File: config.mk
export PLATFORM = sky130hd
export DESIGN_NAME = prioritized_interrupt_unit
export DESIGN_NICKNAME = d
export VERILOG_FILES = /design/src/prioritized_interrupt_pkg.sv /design/src/ext_edge_detect.sv /design/src/prioritized_interrupt_unit.sv
export SDC_FILE = /design/constraint.sdc
export NUM_CORES = 1
export LEC_CHECK = 0
export BUFFER_PORTS_ARGS = -buffer_cell sky130_fd_sc_hd__buf_4
export CORE_MARGIN = 2
export CORE_UTILIZATION = 39
export DETAILED_ROUTE_END_ITERATION = 6
export GPL_TIMING_DRIVEN = 1
export PLACE_DENSITY = 0.62
export SLEW_MARGIN = 20
export SYNTH_ARGS = -nofsm -noshare
export SYNTH_HDL_FRONTEND = slang
export SYNTH_HIERARCHICAL = 1
export SYNTH_SLANG_ARGS = --single-unit
File: constraint.sdc
create_clock -name clk -period 10.1 [get_ports clk]
set_clock_uncertainty 0.1 [all_clocks]
set_input_delay 0.505 -clock clk [delete_from_list [all_inputs] [get_ports clk]]
set_output_delay 0.505 -clock clk [all_outputs]
set_load 0.01 [all_outputs]
File: src/prioritized_interrupt_pkg.sv
/*
  Constants, field layout and carrier types of the prioritized interrupt unit.
  Assumes a single system clock shared by the core control unit and the peripherals.
*/
package prioritized_interrupt_pkg;

  // ==========================================================
  // sources: clear-pending index equals the peripheral code
  localparam int NUM_SRC = 6;
  localparam int NUM_PROG = 5;
  localparam logic [2:0] SRC_COMP = 3'h0;
  localparam logic [2:0] SRC_TIMER = 3'h1;
  localparam logic [2:0] SRC_TRIAC_FALL = 3'h2;
  localparam logic [2:0] SRC_TRIAC_RISE = 3'h3;
  localparam logic [2:0] SRC_TRIAC_PULSE = 3'h4;
  localparam logic [2:0] SRC_EXT = 3'h5;

  // ==========================================================
  // configuration register indices
  localparam logic [4:0] CFG_MASK_IDX = 5'h00;
  localparam logic [4:0] CFG_PRIO_LO_IDX = 5'h11;
  localparam logic [4:0] CFG_PRIO_HI_IDX = 5'h12;
  localparam logic [7:0] CFG_MASK_RESET = 8'h00;
  localparam logic [7:0] CFG_PRIO_RESET = 8'h00;

  // ==========================================================
  // interrupt_mask_config fields
  localparam int MASK_EXT_BIT = 0;
  localparam int MASK_FIRST_PROG_BIT = 1;
  localparam int EDGE_SEL_BIT = 6;
  localparam int BOD_EN_BIT = 7;

  // ==========================================================
  // priority levels and slots
  localparam int SLOT_W = 3;
  localparam logic [2:0] LVL_EXT = 3'h0;
  localparam logic [2:0] LVL_FIRST_PROG = 3'h1;
  localparam logic [2:0] LVL_LAST_PROG = 3'h5;
  localparam logic [2:0] LVL_MAIN = 3'h6;
  localparam logic [2:0] LVL_NONE = 3'h7;
  localparam int STACK_DEPTH = 7;

  // ==========================================================
  // vector table: three bytes per source
  localparam logic [4:0] VEC_BASE = 5'h03;
  localparam logic [4:0] VEC_STRIDE = 5'h03;

  // ==========================================================
  // carriers
  typedef struct packed {
    logic load;
    logic [4:0] index;
    logic [7:0] data;
  } cfg_write_t;

  typedef struct packed {
    logic userEnable;
    logic userDisable;
    logic macroEnable;
    logic macroDisable;
    logic clearPending;
    logic [2:0] clearIndex;
    logic returnSvc;
    logic evalPoint;
  } core_instr_t;

endpackage

File: src/ext_edge_detect.sv
/*
  Synchroniser and selectable edge detector for the external request pin.
  Assumes the pin is asynchronous to clk; one pulse per selected edge.
*/
`timescale 1ns/10ps
module ext_edge_detect
  import prioritized_interrupt_pkg::*;
(
  // clock and reset
  input wire logic clk,
  input wire logic resetn,
  // pin and control
  input wire logic pinAsync,
  input wire logic fallingSel,
  // event
  output logic edgePulse
);

  logic meta_q;
  logic sync_q;
  logic prev_q;

  // ==========================================================
  // two-stage synchroniser, then history for the edge
  always_ff @(posedge clk or negedge resetn) begin
    if (!resetn) begin
      meta_q <= 1'b0;
      sync_q <= 1'b0;
      prev_q <= 1'b0;
    end else begin
      meta_q <= pinAsync;
      sync_q <= meta_q;
      prev_q <= sync_q;
    end
  end

  // one cycle per edge, rising when select is 0
  assign edgePulse = fallingSel ? (prev_q & ~sync_q) : (sync_q & ~prev_q);
endmodule

File: src/prioritized_interrupt_unit.sv
/*
  Prioritized interrupt unit: pending flags, masks, level arbiter, dispatch
  and low-power wake-up. Assumes the core control unit drives instruction
  strobes on clk and performs the flag/PC stacking when dispatch is signalled.
*/
// Function
// - any request raises global pending; unmasked it requests highest-priority routine
// - user and macro global masks each block the global request
// - external pin edge: config bit 6 low rising, high falling
// - writing a priority register itself produces an interrupt request
// - mask bit 1 enables source; 0 keeps request pending, not lost
// - mask config bits: ext, comparator, timer, triac fall/rise/pulse; reset zero
// - mask config bit 7 enables the brown-out detector
// - programmable codes: comparator 0, timer 1, triac fall 2, rise 3, pulse 4
// - seven levels, 0 highest; 6 main program, 0 external
// - levels 5 to 1 serve the source coded in their slot
// - priority registers form one 16-bit word; level n at 3(n-1)
// - dispatch jumps to three-byte vector per source; return resumes
// - any unmasked request ends wait; only external ends halt, masked skips service
// - masked request stays pending until enabled or cleared by instruction
// - clearing own request drops running routine to lowest priority
// - evaluate only at boundaries; higher level preempts lower, context stacked
// - clear indices: comparator 0 through external 5
`timescale 1ns/10ps
module prioritized_interrupt_unit
  import prioritized_interrupt_pkg::*;
(
  // clock and reset
  input wire logic clk,
  input wire logic resetn,
  // configuration load from the core
  input wire cfg_write_t cfgWr,
  output logic [7:0] cfgRdData,
  // instruction strobes from the core
  input wire core_instr_t instr,
  // low-power state of the core
  input wire logic waitMode,
  input wire logic haltMode,
  // event sources
  input wire logic [NUM_PROG-1:0] periphEvent,
  input wire logic externalRequestPin,
  // towards the core
  output logic globalPending,
  output logic globalRequest,
  output logic dispatchValid,
  output logic [4:0] vectorAddr,
  output logic [2:0] serviceLevel,
  output logic wakeFromWait,
  output logic wakeFromHalt,
  output logic haltSkipService,
  // supply supervision
  output logic brownOutEnable
);

  // ==========================================================
  // functions
  function automatic logic [2:0] slotOf(input logic [15:0] word, input logic [2:0] lvl);
    logic [3:0] base;
    base = 4'(SLOT_W * (int'(lvl) - 1));
    slotOf = word[base +: SLOT_W];
  endfunction

  function automatic logic [2:0] levelOf(input logic [15:0] word, input logic [2:0] src);
    logic [2:0] lvl;
    lvl = LVL_NONE;
    if (src == SRC_EXT) begin
      lvl = LVL_EXT;
    end else begin
      // scan low priority first so the highest slot wins on duplicates
      for (int n = int'(LVL_LAST_PROG); n >= int'(LVL_FIRST_PROG); n--) begin
        if (slotOf(word, 3'(n)) == src) begin
          lvl = 3'(n);
        end
      end
    end
    levelOf = lvl;
  endfunction

  function automatic logic maskBit(input logic [7:0] cfg, input logic [2:0] src);
    maskBit = (src == SRC_EXT) ? cfg[MASK_EXT_BIT] : cfg[int'(src) + MASK_FIRST_PROG_BIT];
  endfunction

  // ==========================================================
  // state
  logic [7:0] maskCfg_q;
  logic [7:0] prioLo_q;
  logic [7:0] prioHi_q;
  logic [NUM_SRC-1:0] pend_q;
  logic [NUM_SRC-1:0] pend_d;
  logic userEn_q;
  logic macroEn_q;
  logic prioWrite_q;
  logic [2:0] curLevel_q;
  logic [2:0] curSrc_q;
  logic [2:0] sp_q;
  logic [2:0] stackLevel [STACK_DEPTH];
  logic [2:0] stackSrc [STACK_DEPTH];
  logic dispatch_q;
  logic [4:0] vector_q;
  logic [7:0] rdData_q;

  logic extEdge;
  logic [15:0] prioWord;
  logic [NUM_SRC-1:0] enabledPend;
  logic winValid;
  logic [2:0] winSrc;
  logic [2:0] winLevel;
  logic doDispatch;
  logic doReturn;
  logic [2:0] prioReqSrc;

  assign prioWord = {prioHi_q, prioLo_q};

  // ==========================================================
  // external pin
  ext_edge_detect u_ext_edge (
    .clk(clk),
    .resetn(resetn),
    .pinAsync(externalRequestPin),
    .fallingSel(maskCfg_q[EDGE_SEL_BIT]),
    .edgePulse(extEdge)
  );

  // ==========================================================
  // configuration registers
  always_ff @(posedge clk or negedge resetn) begin
    if (!resetn) begin
      maskCfg_q <= CFG_MASK_RESET;
      prioLo_q <= CFG_PRIO_RESET;
      prioHi_q <= CFG_PRIO_RESET;
    end else if (cfgWr.load) begin
      if (cfgWr.index == CFG_MASK_IDX) begin
        maskCfg_q <= cfgWr.data;
      end else if (cfgWr.index == CFG_PRIO_LO_IDX) begin
        prioLo_q <= cfgWr.data;
      end else if (cfgWr.index == CFG_PRIO_HI_IDX) begin
        prioHi_q <= cfgWr.data;
      end
    end
  end

  always_ff @(posedge clk or negedge resetn) begin
    if (!resetn) begin
      rdData_q <= CFG_MASK_RESET;
    end else if (cfgWr.index == CFG_MASK_IDX) begin
      rdData_q <= maskCfg_q;
    end else if (cfgWr.index == CFG_PRIO_LO_IDX) begin
      rdData_q <= prioLo_q;
    end else if (cfgWr.index == CFG_PRIO_HI_IDX) begin
      rdData_q <= prioHi_q;
    end else begin
      rdData_q <= 8'h00;
    end
  end

  assign cfgRdData = rdData_q;
  assign brownOutEnable = maskCfg_q[BOD_EN_BIT];

  // a priority write raises the source now coded in the level-one slot
  always_ff @(posedge clk or negedge resetn) begin
    if (!resetn) begin
      prioWrite_q <= 1'b0;
    end else begin
      prioWrite_q <= cfgWr.load &&
        (cfgWr.index == CFG_PRIO_LO_IDX || cfgWr.index == CFG_PRIO_HI_IDX);
    end
  end

  assign prioReqSrc = slotOf(prioWord, LVL_FIRST_PROG);

  // ==========================================================
  // global masks
  always_ff @(posedge clk or negedge resetn) begin
    if (!resetn) begin
      userEn_q <= 1'b1;
    end else if (instr.userDisable) begin
      userEn_q <= 1'b0;
    end else if (instr.userEnable) begin
      userEn_q <= 1'b1;
    end
  end

  always_ff @(posedge clk or negedge resetn) begin
    if (!resetn) begin
      macroEn_q <= 1'b1;
    end else if (instr.macroDisable) begin
      macroEn_q <= 1'b0;
    end else if (instr.macroEnable) begin
      macroEn_q <= 1'b1;
    end
  end

  // ==========================================================
  // pending flags: a new event beats a clear in the same cycle
  always_comb begin
    logic setBit;
    logic clrBit;
    setBit = 1'b0;
    clrBit = 1'b0;
    pend_d = pend_q;
    for (int i = 0; i < NUM_SRC; i++) begin
      if (i == int'(SRC_EXT)) begin
        setBit = extEdge;
      end else begin
        setBit = periphEvent[i] || (prioWrite_q && prioReqSrc == 3'(i));
      end
      clrBit = (doDispatch && winSrc == 3'(i)) ||
        (instr.clearPending && instr.clearIndex == 3'(i));
      pend_d[i] = setBit || (pend_q[i] && !clrBit);
    end
  end

  always_ff @(posedge clk or negedge resetn) begin
    if (!resetn) begin
      pend_q <= '0;
    end else begin
      pend_q <= pend_d;
    end
  end

  assign globalPending = |pend_q;

  // ==========================================================
  // arbiter
  always_comb begin
    logic [2:0] lvl;
    lvl = LVL_NONE;
    winValid = 1'b0;
    winSrc = SRC_COMP;
    winLevel = LVL_NONE;
    for (int i = 0; i < NUM_SRC; i++) begin
      enabledPend[i] = pend_q[i] && maskBit(maskCfg_q, 3'(i));
      lvl = levelOf(prioWord, 3'(i));
      // unassigned sources carry no level and are never served
      if (enabledPend[i] && lvl != LVL_NONE && lvl < winLevel) begin
        winValid = 1'b1;
        winSrc = 3'(i);
        winLevel = lvl;
      end
    end
  end

  assign globalRequest = winValid && (winLevel < curLevel_q) && userEn_q && macroEn_q;
  assign doReturn = instr.returnSvc && (sp_q != 3'h0);
  // a return takes the cycle; the request is seen again at the next boundary
  assign doDispatch = instr.evalPoint && globalRequest && !doReturn &&
    (int'(sp_q) < STACK_DEPTH);

  // ==========================================================
  // running level and nesting stack
  always_ff @(posedge clk or negedge resetn) begin
    if (!resetn) begin
      curLevel_q <= LVL_MAIN;
      curSrc_q <= SRC_COMP;
      sp_q <= 3'h0;
    end else if (doReturn) begin
      curLevel_q <= stackLevel[sp_q - 3'h1];
      curSrc_q <= stackSrc[sp_q - 3'h1];
      sp_q <= sp_q - 3'h1;
    end else if (doDispatch) begin
      curLevel_q <= winLevel;
      curSrc_q <= winSrc;
      sp_q <= sp_q + 3'h1;
    end else if (instr.clearPending && sp_q != 3'h0 && instr.clearIndex == curSrc_q) begin
      curLevel_q <= LVL_MAIN;
    end
  end

  always_ff @(posedge clk) begin
    if (doDispatch && !doReturn) begin
      stackLevel[sp_q] <= curLevel_q;
      stackSrc[sp_q] <= curSrc_q;
    end
  end

  // ==========================================================
  // dispatch to the core
  always_ff @(posedge clk or negedge resetn) begin
    if (!resetn) begin
      dispatch_q <= 1'b0;
      vector_q <= VEC_BASE;
    end else begin
      dispatch_q <= doDispatch;
      if (doDispatch) begin
        vector_q <= VEC_BASE + 5'(VEC_STRIDE * winSrc);
      end
    end
  end

  assign dispatchValid = dispatch_q;
  assign vectorAddr = vector_q;
  assign serviceLevel = curLevel_q;

  // ==========================================================
  // low-power wake-up
  assign wakeFromWait = waitMode && (|enabledPend);
  // halt wakes on the external flag regardless of its mask bit
  assign wakeFromHalt = haltMode && pend_q[SRC_EXT];
  assign haltSkipService = wakeFromHalt && !maskCfg_q[MASK_EXT_BIT];
endmodule

Word level (Yosys, flattened, before mapping)
Memories as Yosys holds them, arrays and structs flattened.
Cells that the tools add are included.
- register bits after elaboration: 59
- RAM bits: 42
- bits of input ports: 34
- output and inout port bits: 23
- logic and storage cells: 231
- memories: 2
- memories (memory ; depth ; width ; rd ports ; clocked after memory_dff ; write ports ; line ; RTL):
    stackLevel ; 7 ; 3 ; 1 ; 0 ; 1 ; prioritized_interrupt_unit.sv:96 ; logic [2:0] stackLevel [STACK_DEPTH];
    stackSrc ; 7 ; 3 ; 1 ; 0 ; 1 ; prioritized_interrupt_unit.sv:97 ; logic [2:0] stackSrc [STACK_DEPTH];
- add/subtract/negate cells: 3
- multipliers: 1
- order comparisons: 8
- equality and inequality tests: 38
- muxes and demuxes: 59
- bitwise gates (word level): 6
- reductions and logical operators: 98
- operator list (operator ; number):
    $mux 3 ; 37
    $logic_and 1x1->1 ; 54
    $eq 3x2->1 const B ; 14
    $eq 3x3->1 const B ; 9
    $mux 8 ; 3
    $eq 3x1->1 const B ; 7
    $logic_not 3->1 ; 7
    $logic_or 1x1->1 ; 18
    $lt 3x3->1 ; 5
    $ne 3x3->1 const B ; 5
    $mux 1 ; 14
    $reduce_or 6->1 ; 2
    $eq 5x5->1 const B ; 2
    $mux 2 ; 5
    $logic_not 1->1 ; 8
    $lt 3x3->1 const B ; 2
    $reduce_bool 2->1 ; 3
    $reduce_bool 3->1 ; 2
    $add 2x5->5 const A ; 1
    $logic_not 5->1 ; 1
    $mul 2x3->5 const A ; 1
    $not 1->1 ; 4
    $reduce_and 4->1 ; 1
    $add 3x1->3 const B ; 1
    6 further kinds ; 7

Logic depth before layout (Yosys ltp)
Gate-level depths: netlist of the first run.
- word-level depth: 37
- depth in mapped cells: 42
- gate-level depth less buffers: 41

Hierarchy
The synthesis of the first run kept the hierarchy.
- modules (own cells, without submodules) (module ; instances ; cells an instance ; area an instance (µm²) ; sequential area each (µm²)):
    prioritized_interrupt_unit ; 1 ; 455 ; 5337.6 ; 2670.1
    ext_edge_detect ; 1 ; 6 ; 97.6 ; 75.1

Worst setup path before layout of the first run
OpenSTA, ideal clock, no wires.
- path kind: register to register
- start: register prioLo_q[7]
- end: memory stackLevel[1][0], enable pin
- setup time: 386 ps
- arrival time: 8778 ps
- required time: 9614 ps
- path slack: 836 ps
- stages on the path, launching flop included: 37
- path buffers: 1
- cell sequence: dfrtp_1 clkbuf_1 or3b_2 and3b_1 ha_1 and2_0 or4_4 a211oi_1 o21ai_0 o21ai_0 inv_1 ha_1 a211o_1 a221oi_2 a31oi_1 nor2b_1 a21oi_1 ha_1 a211o_1 a221oi_2 a211oi_4 or3_1 nand2_1 ha_1 a211o_1 nor3_1 inv_1 o31a_4 a41oi_1 inv_1 ha_1 nand2_1 nand4b_1 a31oi_1 o2bb2ai_4 nand2_4 nor4_1
- longest elaborated chain between the ends: 33
- elaborated cells on any way between the ends: 64
- ends and longest elaborated chain (what ; line ; RTL):
    start, declared ; prioritized_interrupt_unit.sv:86 ; logic [7:0] prioLo_q;
    start signal, assigned ; prioritized_interrupt_unit.sv:135 ; prioLo_q <= cfgWr.data;
    branches (longest 24 deep; another with $lt 3x3->1) ; n/a ;
    $logic_and 1x1->1 (*) (3 in a row) ; prioritized_interrupt_unit.sv:243 ; assign globalRequest = winValid && (winLevel < curLevel_q) && userEn_q && macroEn_q;
    $logic_and 1x1->1 (*) (3 in a row) ; prioritized_interrupt_unit.sv:246 ; assign doDispatch = instr.evalPoint && globalRequest && !doReturn &&
    $logic_and 1x1->1 (*) ; prioritized_interrupt_unit.sv:270 ; if (doDispatch && !doReturn) begin
    $mux 1 (*) ; prioritized_interrupt_unit.sv:270 ;
    $mux 1 (not written as such) (*) ; prioritized_interrupt_unit.sv:271 ; stackLevel[sp_q] <= curLevel_q;
    end, declared ; prioritized_interrupt_unit.sv:96 ;
Every way passes the cells marked *.

Worst setup path in the final report of the first run
- start: register prioLo_q[7]
- end: output globalRequest
- longest elaborated chain between the ends: 27
- elaborated cells on any way between the ends: 58
- ends and longest elaborated chain (what ; line ; RTL):
    branches (longest 24 deep; another with $lt 3x3->1) ; n/a ;
    $logic_and 1x1->1 (*) (3 in a row) ; prioritized_interrupt_unit.sv:243 ;
    end, declared ; prioritized_interrupt_unit.sv:44 ; output logic globalRequest,
Marked as above.

==> results of run 1 <==
## per-stage QoR
stage / worst slack [ns] / area (um^2) / total power (W) / setup TNS, ns / cells
finish: 0.394 / 6570 / 0.00166 / 0 / 719
global route: -0.0767 / 6570 / 0.00177 / -1.08 / 719
CTS: 0.0369 / 6490 / 0.00164 / 0 / 718
detailed placement: -0.169 / 6150 / 0.00127 / -1.64 / 701
global placement: 0.183 / 6150 / 0.00125 / 0 / 701
floorplan: 0.836 / 5440 / 0.00106 / 0 / 461
## routing by layer
metal  vias to the layer above  global-route usage  wire (um)
met5                         -                   0          0
met4                         0              0.0754        402
met3                        29              0.0431        808
met2                       160               0.310       6380
met1                      1966               0.263       6310
li1                       1916                   -          -
## Yosys cell counts, drive strengths merged (8+ instances only)
library cell,n,area share
nor2,24,0.017
a31oi,11,0.013
a211oi,14,0.023
ha,20,0.046
edfxtp,42,0.23
inv,32,0.023
nor3b,10,0.014
a21oi,17,0.016
mux2,27,0.057
clkbuf,9,0.0062
a222oi,8,0.015
nor3,14,0.015
o21ai,20,0.020
nand2,30,0.022
a211o,9,0.015
dfrtp,53,0.24
## cell type report
cell class	instances	area [um^2]	area share
sequential	101	2750	0.418
clock inverter	7	91.3	0.0139
tap	180	225	0.0343
multi-input combinational	316	2600	0.396
inverter	32	125	0.0190
clock buffer	9	225	0.0343
timing repair buffer	74	556	0.0845
## power groups by stage
| stage | clock (W) | combinational (W) | sequential (W) |
|---|---|---|---|
| after floorplan | 0 | 0.000497 | 0.000562 |
| after global placement | 0 | 0.000661 | 0.000594 |
| after detailed placement | 0 | 0.000673 | 0.000597 |
| after CTS | 0.000369 | 0.000684 | 0.000590 |
| after global routing | 0.000388 | 0.000782 | 0.000601 |
| final | 0.000361 | 0.000708 | 0.000591 |
## worst max path at each step
stage / to / slack, ns / depth (start not counted)
after CTS: globalRequest / 0.04 / 35
final: globalRequest / 0.39 / 35
after detailed placement: stackSrc[2][0]$_DFFE_PP_ / -0.17 / 37
after global routing: globalRequest / -0.08 / 35
after global placement: stackSrc[2][1]$_DFFE_PP_ / 0.18 / 37
after floorplan: stackLevel[1][0]$_DFFE_PP_ / 0.84 / 36
## state kept, by name (all words and copies together), names as in the netlist, 3 cells and up
register and cells:
stackLevel 21, stackSrc 21, curSrc_q 3, sp_q 3, serviceLevel 3, prioHi_q 8
maskCfg_q 8, cfgRdData 8, vectorAddr 5, pend_q 6, prioLo_q 8
## cell families after synthesis
family | Yosys count | synth area share
DFF | 101 | 0.505
AOI/OAI and AO/OA | 115 | 0.169
and+or+nand+nor | 135 | 0.142
xor gates and xnor gates | 7 | 0.0113
adders and majority gates | 20 | 0.0460
buffers and inverters | 44 | 0.0331
muxes | 39 | 0.0932
## timing repair
item | 4_1_cts | 5_1_grt
pin swaps | 1 | 1
setup buffers | 1 | 1
hold buffers | 0 | 0
endpoints found under the setup margin | 31 | 63
gates resized for setup | 3 | 16
## placed cells by master, fill, tap and decap left out, types with 8 or more instances in the layout
| master | instances |
|---|---|
| nor3b_1 | 10 |
| buf_4 | 74 |
| o21ai_0 | 18 |
| a222oi_1 | 8 |
| mux2_2 | 25 |
| a21oi_1 | 17 |
| clkbuf_16 | 9 |
| a211o_1 | 9 |
| ha_1 | 20 |
| nor2_1 | 22 |
| edfxtp_1 | 42 |
| dfrtp_1 | 51 |
| inv_1 | 31 |
| a31oi_1 | 9 |
| a211oi_1 | 10 |
| nand2_1 | 29 |
| nor3_1 | 9 |
## worst max-delay path, delay by kind of cell, from the launching register on
kind / cells / cell delay (ns)
AOI/OAI and AO/OA: 14 / 3.33
adders and majority gates: 5 / 1.58
buffers and inverters: 4 / 0.42
DFF: 1 / 0.48
and+or+nand+nor: 12 / 2.94
==> flow_summary.toml, run 1 <==
[run_status]
status = "finished, final reports clean"

[die]
core_area_mm2 = 0.0137
pin_count = 57
die_width_um = 122
design.die.area_mm2 = 0.0149
initial_core_util = 0.396
die_y_um = 122
num_rows = 43

[detailed_routing]
postRouteAntennaNets = 0
viasPerCell = 5.66
wire_per_inst_um = 19.3
firstDrtPassIters = 6
remaining_drc_errors = 0
via_count = 4071
wl_um = 13900
dr.first_iter.drc_count = 320

[flow_run]
max_cap_violations = 0

[final_layout]
fill_cells = 1264
fin_nets = 588
finalCoreUtilization = 0.479
drive_gt1_frac = 0.317
layout-area-overhead-vs-synth_pct = 20.9
num_antenna_cells = 0

[yosys]
ys_ff_latch = 101
synth_area_mm2 = 0.00544
synth_cells = 461
synth_area_per_cell_um2 = 11.8
synth_warnings = 6
synth_nets = 515
async_reset_ff_frac = 0.584
synth_flop_cell = "dfrtp_1"
yosysSeqAreaShare = 0.505
ys_types = 75
synth_edf_count = 42

[placement]
dp_hpwl_um = 10400
portBuffers = 56
gp_congestion = 0.815

[clock_tree]
root_buffer = "clkbuf_16"
clk_latency_ns = 0.35
cts.clk_slew.worst_paths_ns = 0.07
clockBufferDepth = 2
cts_tree = "yes"
htree_levels = 3
cts_buffers = 9
clock-sinks = 101

[power]
power_leakage_nw = 2.75
pwr-share-seq = 0.356
power_density_mw_per_mm2 = 253
intPower_w = 0.00100
switching_power_w = 0.000659
clkPwrFrac = 0.218
combPwrFrac = 0.426
power.ir.vdd_worst_v = 0.0000953
sw_frac_of_total = 0.397

[critical_path]
r2r_cells = 37
start_kind = "register"
worstReg2RegStart = "prioLo_q[7]$_DFFE_PN0P_"
reg2reg_slack_ns = 0.45
required_ns = 9.50
max_stage_delay_ns = 0.52
critPathLaunch = "prioLo_q[7]$_DFFE_PN0P_"
critical_path.max_fanout = 11
cp.arrival_ns = 9.10
path_class = "reg -> out"
slowest_stage = "or3b_2"
cp_common_cell = "ha_1"
end_kind = "primary output"
regToRegEndpoint = "stackLevel[5][0]$_DFFE_PP_"

[timing]
worst_pin_slew_ns = 1.04
relSlewSlack = 0.302
fin_crit_ns = 9.71
setup-violations-final = 0
slew_viol_final = 0
hold_viol_final = 0
fin_hold_ws_ns = 0.119
timing.final.crit_share = 0.961
timing.fmax_ghz = 0.103

[min_path]
hp-class = "in -> async"

[global_routing]
grt_max_degree = 60
grt_pass1_vias = 4084
grtUsageTotal = 0.196
antenna_found_initial = 0
grt.overflow.total = 0
grt_first_pass_wirelength_um = 21800
Note: power is estimated with default switching activity, not from simulation.
==> run 2, diff against run 1 <==
--- a/config.mk
+++ b/config.mk
@@ -7,10 +7,9 @@
 export LEC_CHECK = 0
 export BUFFER_PORTS_ARGS = -buffer_cell sky130_fd_sc_hd__buf_4
 export CORE_MARGIN = 2
-export CORE_UTILIZATION = 39
+export CORE_UTILIZATION = 55
 export DETAILED_ROUTE_END_ITERATION = 6
-export GPL_TIMING_DRIVEN = 1
-export PLACE_DENSITY = 0.62
+export PLACE_DENSITY = 0.8
 export SLEW_MARGIN = 20
 export SYNTH_ARGS = -nofsm -noshare
 export SYNTH_HDL_FRONTEND = slang
==> flow_summary.toml, run 2 (synthesized netlist as in run 1, its figures left out) <==
[critical_path]
max_stage_delay_ns = 0.51
required_ns = 9.50
slowest_stage = "or3b_2"
cp_top_family = "compound AO/OA/AOI/OAI gates"
path_class = "reg -> out"
critical_path.max_fanout = 11
cp.depth = 35
cp.arrival_ns = 9.16
end_kind = "primary output"
r2r_cells = 37
cp_common_cell = "ha_1"
start_kind = "register"
path_buf_inv = 4

[placement]
dp_hpwl_um = 9920
dp_cells = 649
pre_cts_ws_ns = 0.217
portBuffers = 56
gp_congestion = 0.906

[clock_tree]
clock-sinks = 101
root_buffer = "clkbuf_8"
clk_latency_ns = 0.38
cts_buffers = 9
cts.clk_slew.worst_paths_ns = 0.10
cts_tree = "yes"
clockBufferDepth = 2
htree_levels = 3
cts_hold_buf = 0

[final_layout]
fin_cells = 667
multi_input_area_mm2 = 0.00261
reg.largest.list = "stackLevel: 21 flops, stackSrc: 21 flops"
num_antenna_cells = 0
regArea_mm2 = 0.00275
drive_gt1_frac = 0.309
fill_cells = 730
final_cell_mix = "buf_4 (69), dfrtp_1 (50), edfxtp_1 (42)"
finalCoreUtilization = 0.659
fin_nets = 583
layout-area-overhead-vs-synth_pct = 17.3
mostFrequentLayoutCell = "buf_4"

[detailed_routing]
remaining_drc_errors = 0
postRouteAntennaNets = 0
dr_wl_met3_um = 1020
viasPerCell = 6.28
top_layer = "met4"
firstDrtPassIters = 5
wl_um = 13700
met2_length_um = 6670
wire_per_inst_um = 20.5
via_count = 4191
dr.first_iter.drc_count = 264
m1WireLength_um = 5690

[die]
initial_core_util = 0.561
core_area_mm2 = 0.00968
die_width_um = 103
design.die.area_mm2 = 0.0107
num_rows = 36
pin_count = 57
die_y_um = 103

[timing]
timing.fmax_ghz = 0.102
postLayoutSetupSlackWorst_ns = 0.332
timing.final.crit_share = 0.967
fin_crit_ns = 9.77
setup-violations-final = 0
worst_pin_slew_ns = 1.06
relSlewSlack = 0.287
hold_viol_final = 0
slew_viol_final = 0

[power]
power.ir.vdd_worst_v = 0.0000936
power_leakage_nw = 2.69
intPower_w = 0.000936
clkPwrFrac = 0.170
pwr-share-seq = 0.386
switching_power_w = 0.000651
sw_frac_of_total = 0.410
total_power_w = 0.00159
power_density_mw_per_mm2 = 249
combPwrFrac = 0.443

[global_routing]
grtUsageTotal = 0.267
grt_max_degree = 60
grt.overflow.total = 0
grt_first_pass_wirelength_um = 21100
grt_pass1_vias = 4065
antenna_found_initial = 0

[flow_run]
max_cap_violations = 0

[min_path]
hp-class = "in -> async"

[run_status]
status = "finished, final reports clean"
run 2: cell count changes in the layout (fill, tap and decap cells not counted), sizes merged:
| cell | previous run | this run |
|---|---|---|
| clkinv | 2 | 1 |
| buf | 74 | 69 |
| inv | 35 | 34 |
| clkinvlp | 1 | 0 |
| clkbuf | 9 | 12 |
run 2: path summary, 6_finish.rpt:
| kind | start | endpoint | slack [ns] |
|---|---|---|---|
| max in group asynchronous | resetn | prioHi_q[0]$_DFFE_PN0P_ | 9.29 |
| worst min register to register | u_ext_edge/meta_q$_DFF_PN0_ | u_ext_edge/sync_q$_DFF_PN0_ | 0.28 |
| min in group clk | externalRequestPin | u_ext_edge/meta_q$_DFF_PN0_ | 0.13 |
| worst max register to register | prioHi_q[0]$_DFFE_PN0P_ | stackLevel[5][2]$_DFFE_PP_ | 0.40 |
| worst max-delay path | prioHi_q[0]$_DFFE_PN0P_ | globalRequest | 0.33 |
| worst min-delay path | resetn | cfgRdData[7]$_DFF_PN0_ | 0.07 |
run 2: power by group through the flow:
stage	Combinational (W)	Clock (W)	Sequential, W
after floorplan	0.000497	0	0.000562
after global placement	0.000629	0	0.000613
after detailed placement	0.000648	0	0.000618
after CTS	0.000654	0.000273	0.000611
after global routing	0.000769	0.000288	0.000624
final	0.000704	0.000270	0.000614
run 2: final cells by class:
type / count / share of cell area
Inverter: 32 / 0.0196
Tap cell: 133 / 0.0261
Timing Repair Buffer: 69 / 0.0812
Clock buffer: 12 / 0.0245
Sequential cell: 101 / 0.431
Multi-Input combinational cell: 316 / 0.409
Clock inverter: 4 / 0.00824
run 2: routing by layer:
| layer | global-route usage | up-vias |
|---|---|---|
| met5 | 0 | - |
| met2 | 0.439 | 205 |
| li1 | - | 1901 |
| met4 | 0.100 | 0 |
| met3 | 0.0652 | 23 |
| met1 | 0.345 | 2062 |
run 2: timing repair:
item	4_1_cts	5_1_grt
endpoints found under the setup margin	1	63
setup buffers	0	2
gates resized for setup	2	19
run 2: metrics by stage:
| step | hold slack (ns) | cell area, um^2 | TNS [ns] |
|---|---|---|---|
| after CTS | 0.104 | 6260 | 0 |
| after global routing | 0.115 | 6380 | -2.72 |
| final | 0.0732 | 6380 | 0 |
| after global placement | 0.233 | 6050 | 0 |
| after detailed placement | 0.248 | 6050 | 0 |
| after floorplan | 0.109 | 5440 | 0 |
==> run 3, diff against run 2 <==
--- a/config.mk
+++ b/config.mk
@@ -6,12 +6,11 @@
 export NUM_CORES = 1
 export LEC_CHECK = 0
 export BUFFER_PORTS_ARGS = -buffer_cell sky130_fd_sc_hd__buf_4
-export CORE_MARGIN = 2
+export CORE_MARGIN = 5
 export CORE_UTILIZATION = 55
 export DETAILED_ROUTE_END_ITERATION = 6
 export PLACE_DENSITY = 0.8
 export SLEW_MARGIN = 20
 export SYNTH_ARGS = -nofsm -noshare
 export SYNTH_HDL_FRONTEND = slang
-export SYNTH_HIERARCHICAL = 1
 export SYNTH_SLANG_ARGS = --single-unit
==> flow_summary.toml, run 3 <==
[yosys]
synthTopCellsByArea = "dfrtp_1 (24%), edfxtp_1 (23%), mux2_2 (5.6%)"
synth-adder-area-share = 0.0460
yosysTopAreaCellShare = 0.244
synth_area_per_cell_um2 = 11.8
yosysMostFrequentCell = "dfrtp_1"
synth_cells = 461
synth_top_area_cell = "dfrtp_1"
ys_types = 77
async_reset_ff_frac = 0.584
synth_nets = 515
ys_top_cells_by_count = "dfrtp_1 (53), edfxtp_1 (42), inv_1 (33)"
synth_area_mm2 = 0.00544
synth_compound_area_frac = 0.164
yosysSeqAreaShare = 0.504
ys_ff_latch = 101
yosys.area_share.xor_xnor = 0.0113
synthSimpleGateAreaFrac = 0.139
synth_flop_cell = "dfrtp_1"
synth.area.mux_share = 0.0974
synth_warnings = 0
synth_top_family_by_area = "compound AO/OA/AOI/OAI gates"
synth_edf_count = 42

[timing]
hold_viol_final = 0
timing.fmax_ghz = 0.103
slew_viol_final = 0
fin_crit_ns = 9.71
relSlewSlack = 0.353
setup-tns-final_ns = 0
postLayoutSetupSlackWorst_ns = 0.391
fin_hold_ws_ns = 0.0934
setup-violations-final = 0
timing.final.crit_share = 0.961
worst_pin_slew_ns = 0.970

[critical_path]
cp_top_family = "compound AO/OA/AOI/OAI gates"
regToRegEndpoint = "stackSrc[5][1]$_DFFE_PP_"
slowest_stage = "dfrtp_2"
reg2reg_slack_ns = 0.47
r2r_cells = 38
worstReg2RegStart = "prioHi_q[0]$_DFFE_PN0P_"
cp.arrival_ns = 9.10
start_kind = "register"
cp_common_cell = "ha_1"
critical_path.max_fanout = 11
required_ns = 9.50
path_buf_inv = 5
max_stage_delay_ns = 0.49
end_kind = "primary output"
path_class = "reg -> out"

[clock_tree]
cts_buffers = 9
clockBufferDepth = 2
clock-sinks = 101
root_buffer = "clkbuf_8"
htree_levels = 3
clk_latency_ns = 0.37
cts_tree = "yes"
cts.clk_slew.worst_paths_ns = 0.10

[power]
switching_power_w = 0.000661
power.ir.vdd_worst_v = 0.000127
clkPwrFrac = 0.166
total_power_w = 0.00159
intPower_w = 0.000926
pwr-share-seq = 0.388
power_leakage_nw = 2.71
sw_frac_of_total = 0.417
power_density_mw_per_mm2 = 248
combPwrFrac = 0.446

[placement]
gp_congestion = 0.952
dp_hpwl_um = 10100
pre_cts_ws_ns = 0.0519
placed_area_mm2 = 0.00604
portBuffers = 56

[final_layout]
drive_gt1_frac = 0.323
fin_nets = 582
fill_cells = 764
multi_input_area_mm2 = 0.00260
regArea_mm2 = 0.00275
layout-area-overhead-vs-synth_pct = 17.4
reg.largest.list = "stackLevel: 21 flops, stackSrc: 21 flops"
num_antenna_cells = 0
fin_area_mm2 = 0.00639
mostFrequentLayoutCell = "buf_4"
final_cell_mix = "buf_4 (70), dfrtp_1 (47), edfxtp_1 (42)"

[global_routing]
antenna_found_initial = 0
grt.overflow.total = 0
grt_pass1_vias = 4094
grt_first_pass_wirelength_um = 21600
grt_max_degree = 60
grtUsageTotal = 0.236

[die]
die_width_um = 109
die_y_um = 109
design.die.area_mm2 = 0.0120
core_area_mm2 = 0.00973
pin_count = 57
num_rows = 36
initial_core_util = 0.560

[detailed_routing]
firstDrtPassIters = 7
dr.first_iter.drc_count = 505
viasPerCell = 6.36
remaining_drc_errors = 0
postRouteAntennaNets = 0
via_count = 4235
wl_um = 13900
wire_per_inst_um = 20.8

[min_path]
hp-class = "in -> async"

[run_status]
status = "finished, final reports clean"

[flow_run]
max_cap_violations = 0
==> run 3: cell types whose count changed in the layout (fill, tap and decap cells not counted), sizes merged, moves of 3 or more <==
cell	previous run	this run
a211oi	14	18
clkbuf	12	9
nand3	6	2
clkinv	1	4
nand2	30	26
o21ai	20	13
==> run 3: stage by stage <==
step	std cells	utilization
final	666	0.657
after floorplan	461	-
after global placement	647	0.621
after global routing	666	0.657
after CTS	663	0.644
after detailed placement	647	0.621
==> run 3: what timing repair did <==
action / CTS / global route
setup endpoints to repair: 7 / 64
buffers inserted: 0 / 3
gates resized for setup: 2 / 25
cloned: 0 / 0
hold buffers: 0 / 0
==> run 3: cell families (layout without fill, tap and decap cells) <==
| kind of cell | after synthesis | after routing |
|---|---|---|
| AOI/OAI and AO/OA | 112 | 112 |
| xor gates and xnor gates | 7 | 7 |
| adders and majority gates | 20 | 20 |
| buffers and inverters | 49 | 121 |
| DFF | 101 | 101 |
| muxes | 42 | 42 |
| and+or+nand+nor | 130 | 130 |
==> run 3: power by group through the flow <==
stage / registers (W) / logic (W) / clock network (W)
finish: 0.000616 / 0.000707 / 0.000263
global placement: 0.000612 / 0.000621 / 0
floorplan: 0.000565 / 0.000497 / 0
detailed placement: 0.000618 / 0.000642 / 0
CTS: 0.000610 / 0.000656 / 0.000269
global route: 0.000627 / 0.000770 / 0.000285
==> run 3: worst max path at each step <==
stage,start,end,slack [ns],depth (start not counted)
after floorplan,prioHi_q[0]$_DFFE_PN0P_,stackLevel[1][0]$_DFFE_PP_,0.61,36
after global placement,prioHi_q[3]$_DFFE_PN0P_,stackSrc[4][2]$_DFFE_PP_,0.50,38
after detailed placement,prioHi_q[2]$_DFFE_PN0P_,stackLevel[5][1]$_DFFE_PP_,0.05,38
after CTS,prioHi_q[2]$_DFFE_PN0P_,globalRequest,0.03,36
after global routing,prioHi_q[0]$_DFFE_PN0P_,globalRequest,-0.13,36
final,prioHi_q[0]$_DFFE_PN0P_,globalRequest,0.39,36
==> run 3: worst reg2reg max path: cells and delay by family (launching register included) <==
family	cells	cell delay, ns
buf+inv	5	0.56
simple gates	10	2.60
flops	1	0.49
compound gates	18	3.86
fa+ha+maj	5	1.67
==> run 3: final cells by class <==
type / instances / share of cell area
Sequential cell: 101 / 0.431
Multi-Input combinational cell: 311 / 0.407
Timing Repair Buffer: 70 / 0.0823
Tap cell: 133 / 0.0260
Inverter: 35 / 0.0210
Clock buffer: 9 / 0.0194
Clock inverter: 7 / 0.0135
==> run 3: layer usage <==
metal | part of all wire | vias up | track usage
li1 | - | 1896 | -
met1 | 0.43 | 2075 | 0.347
met2 | 0.45 | 235 | 0.351
met3 | 0.095 | 29 | 0.0505
met4 | 0.024 | 0 | 0.0748
met5 | 0 | - | 0
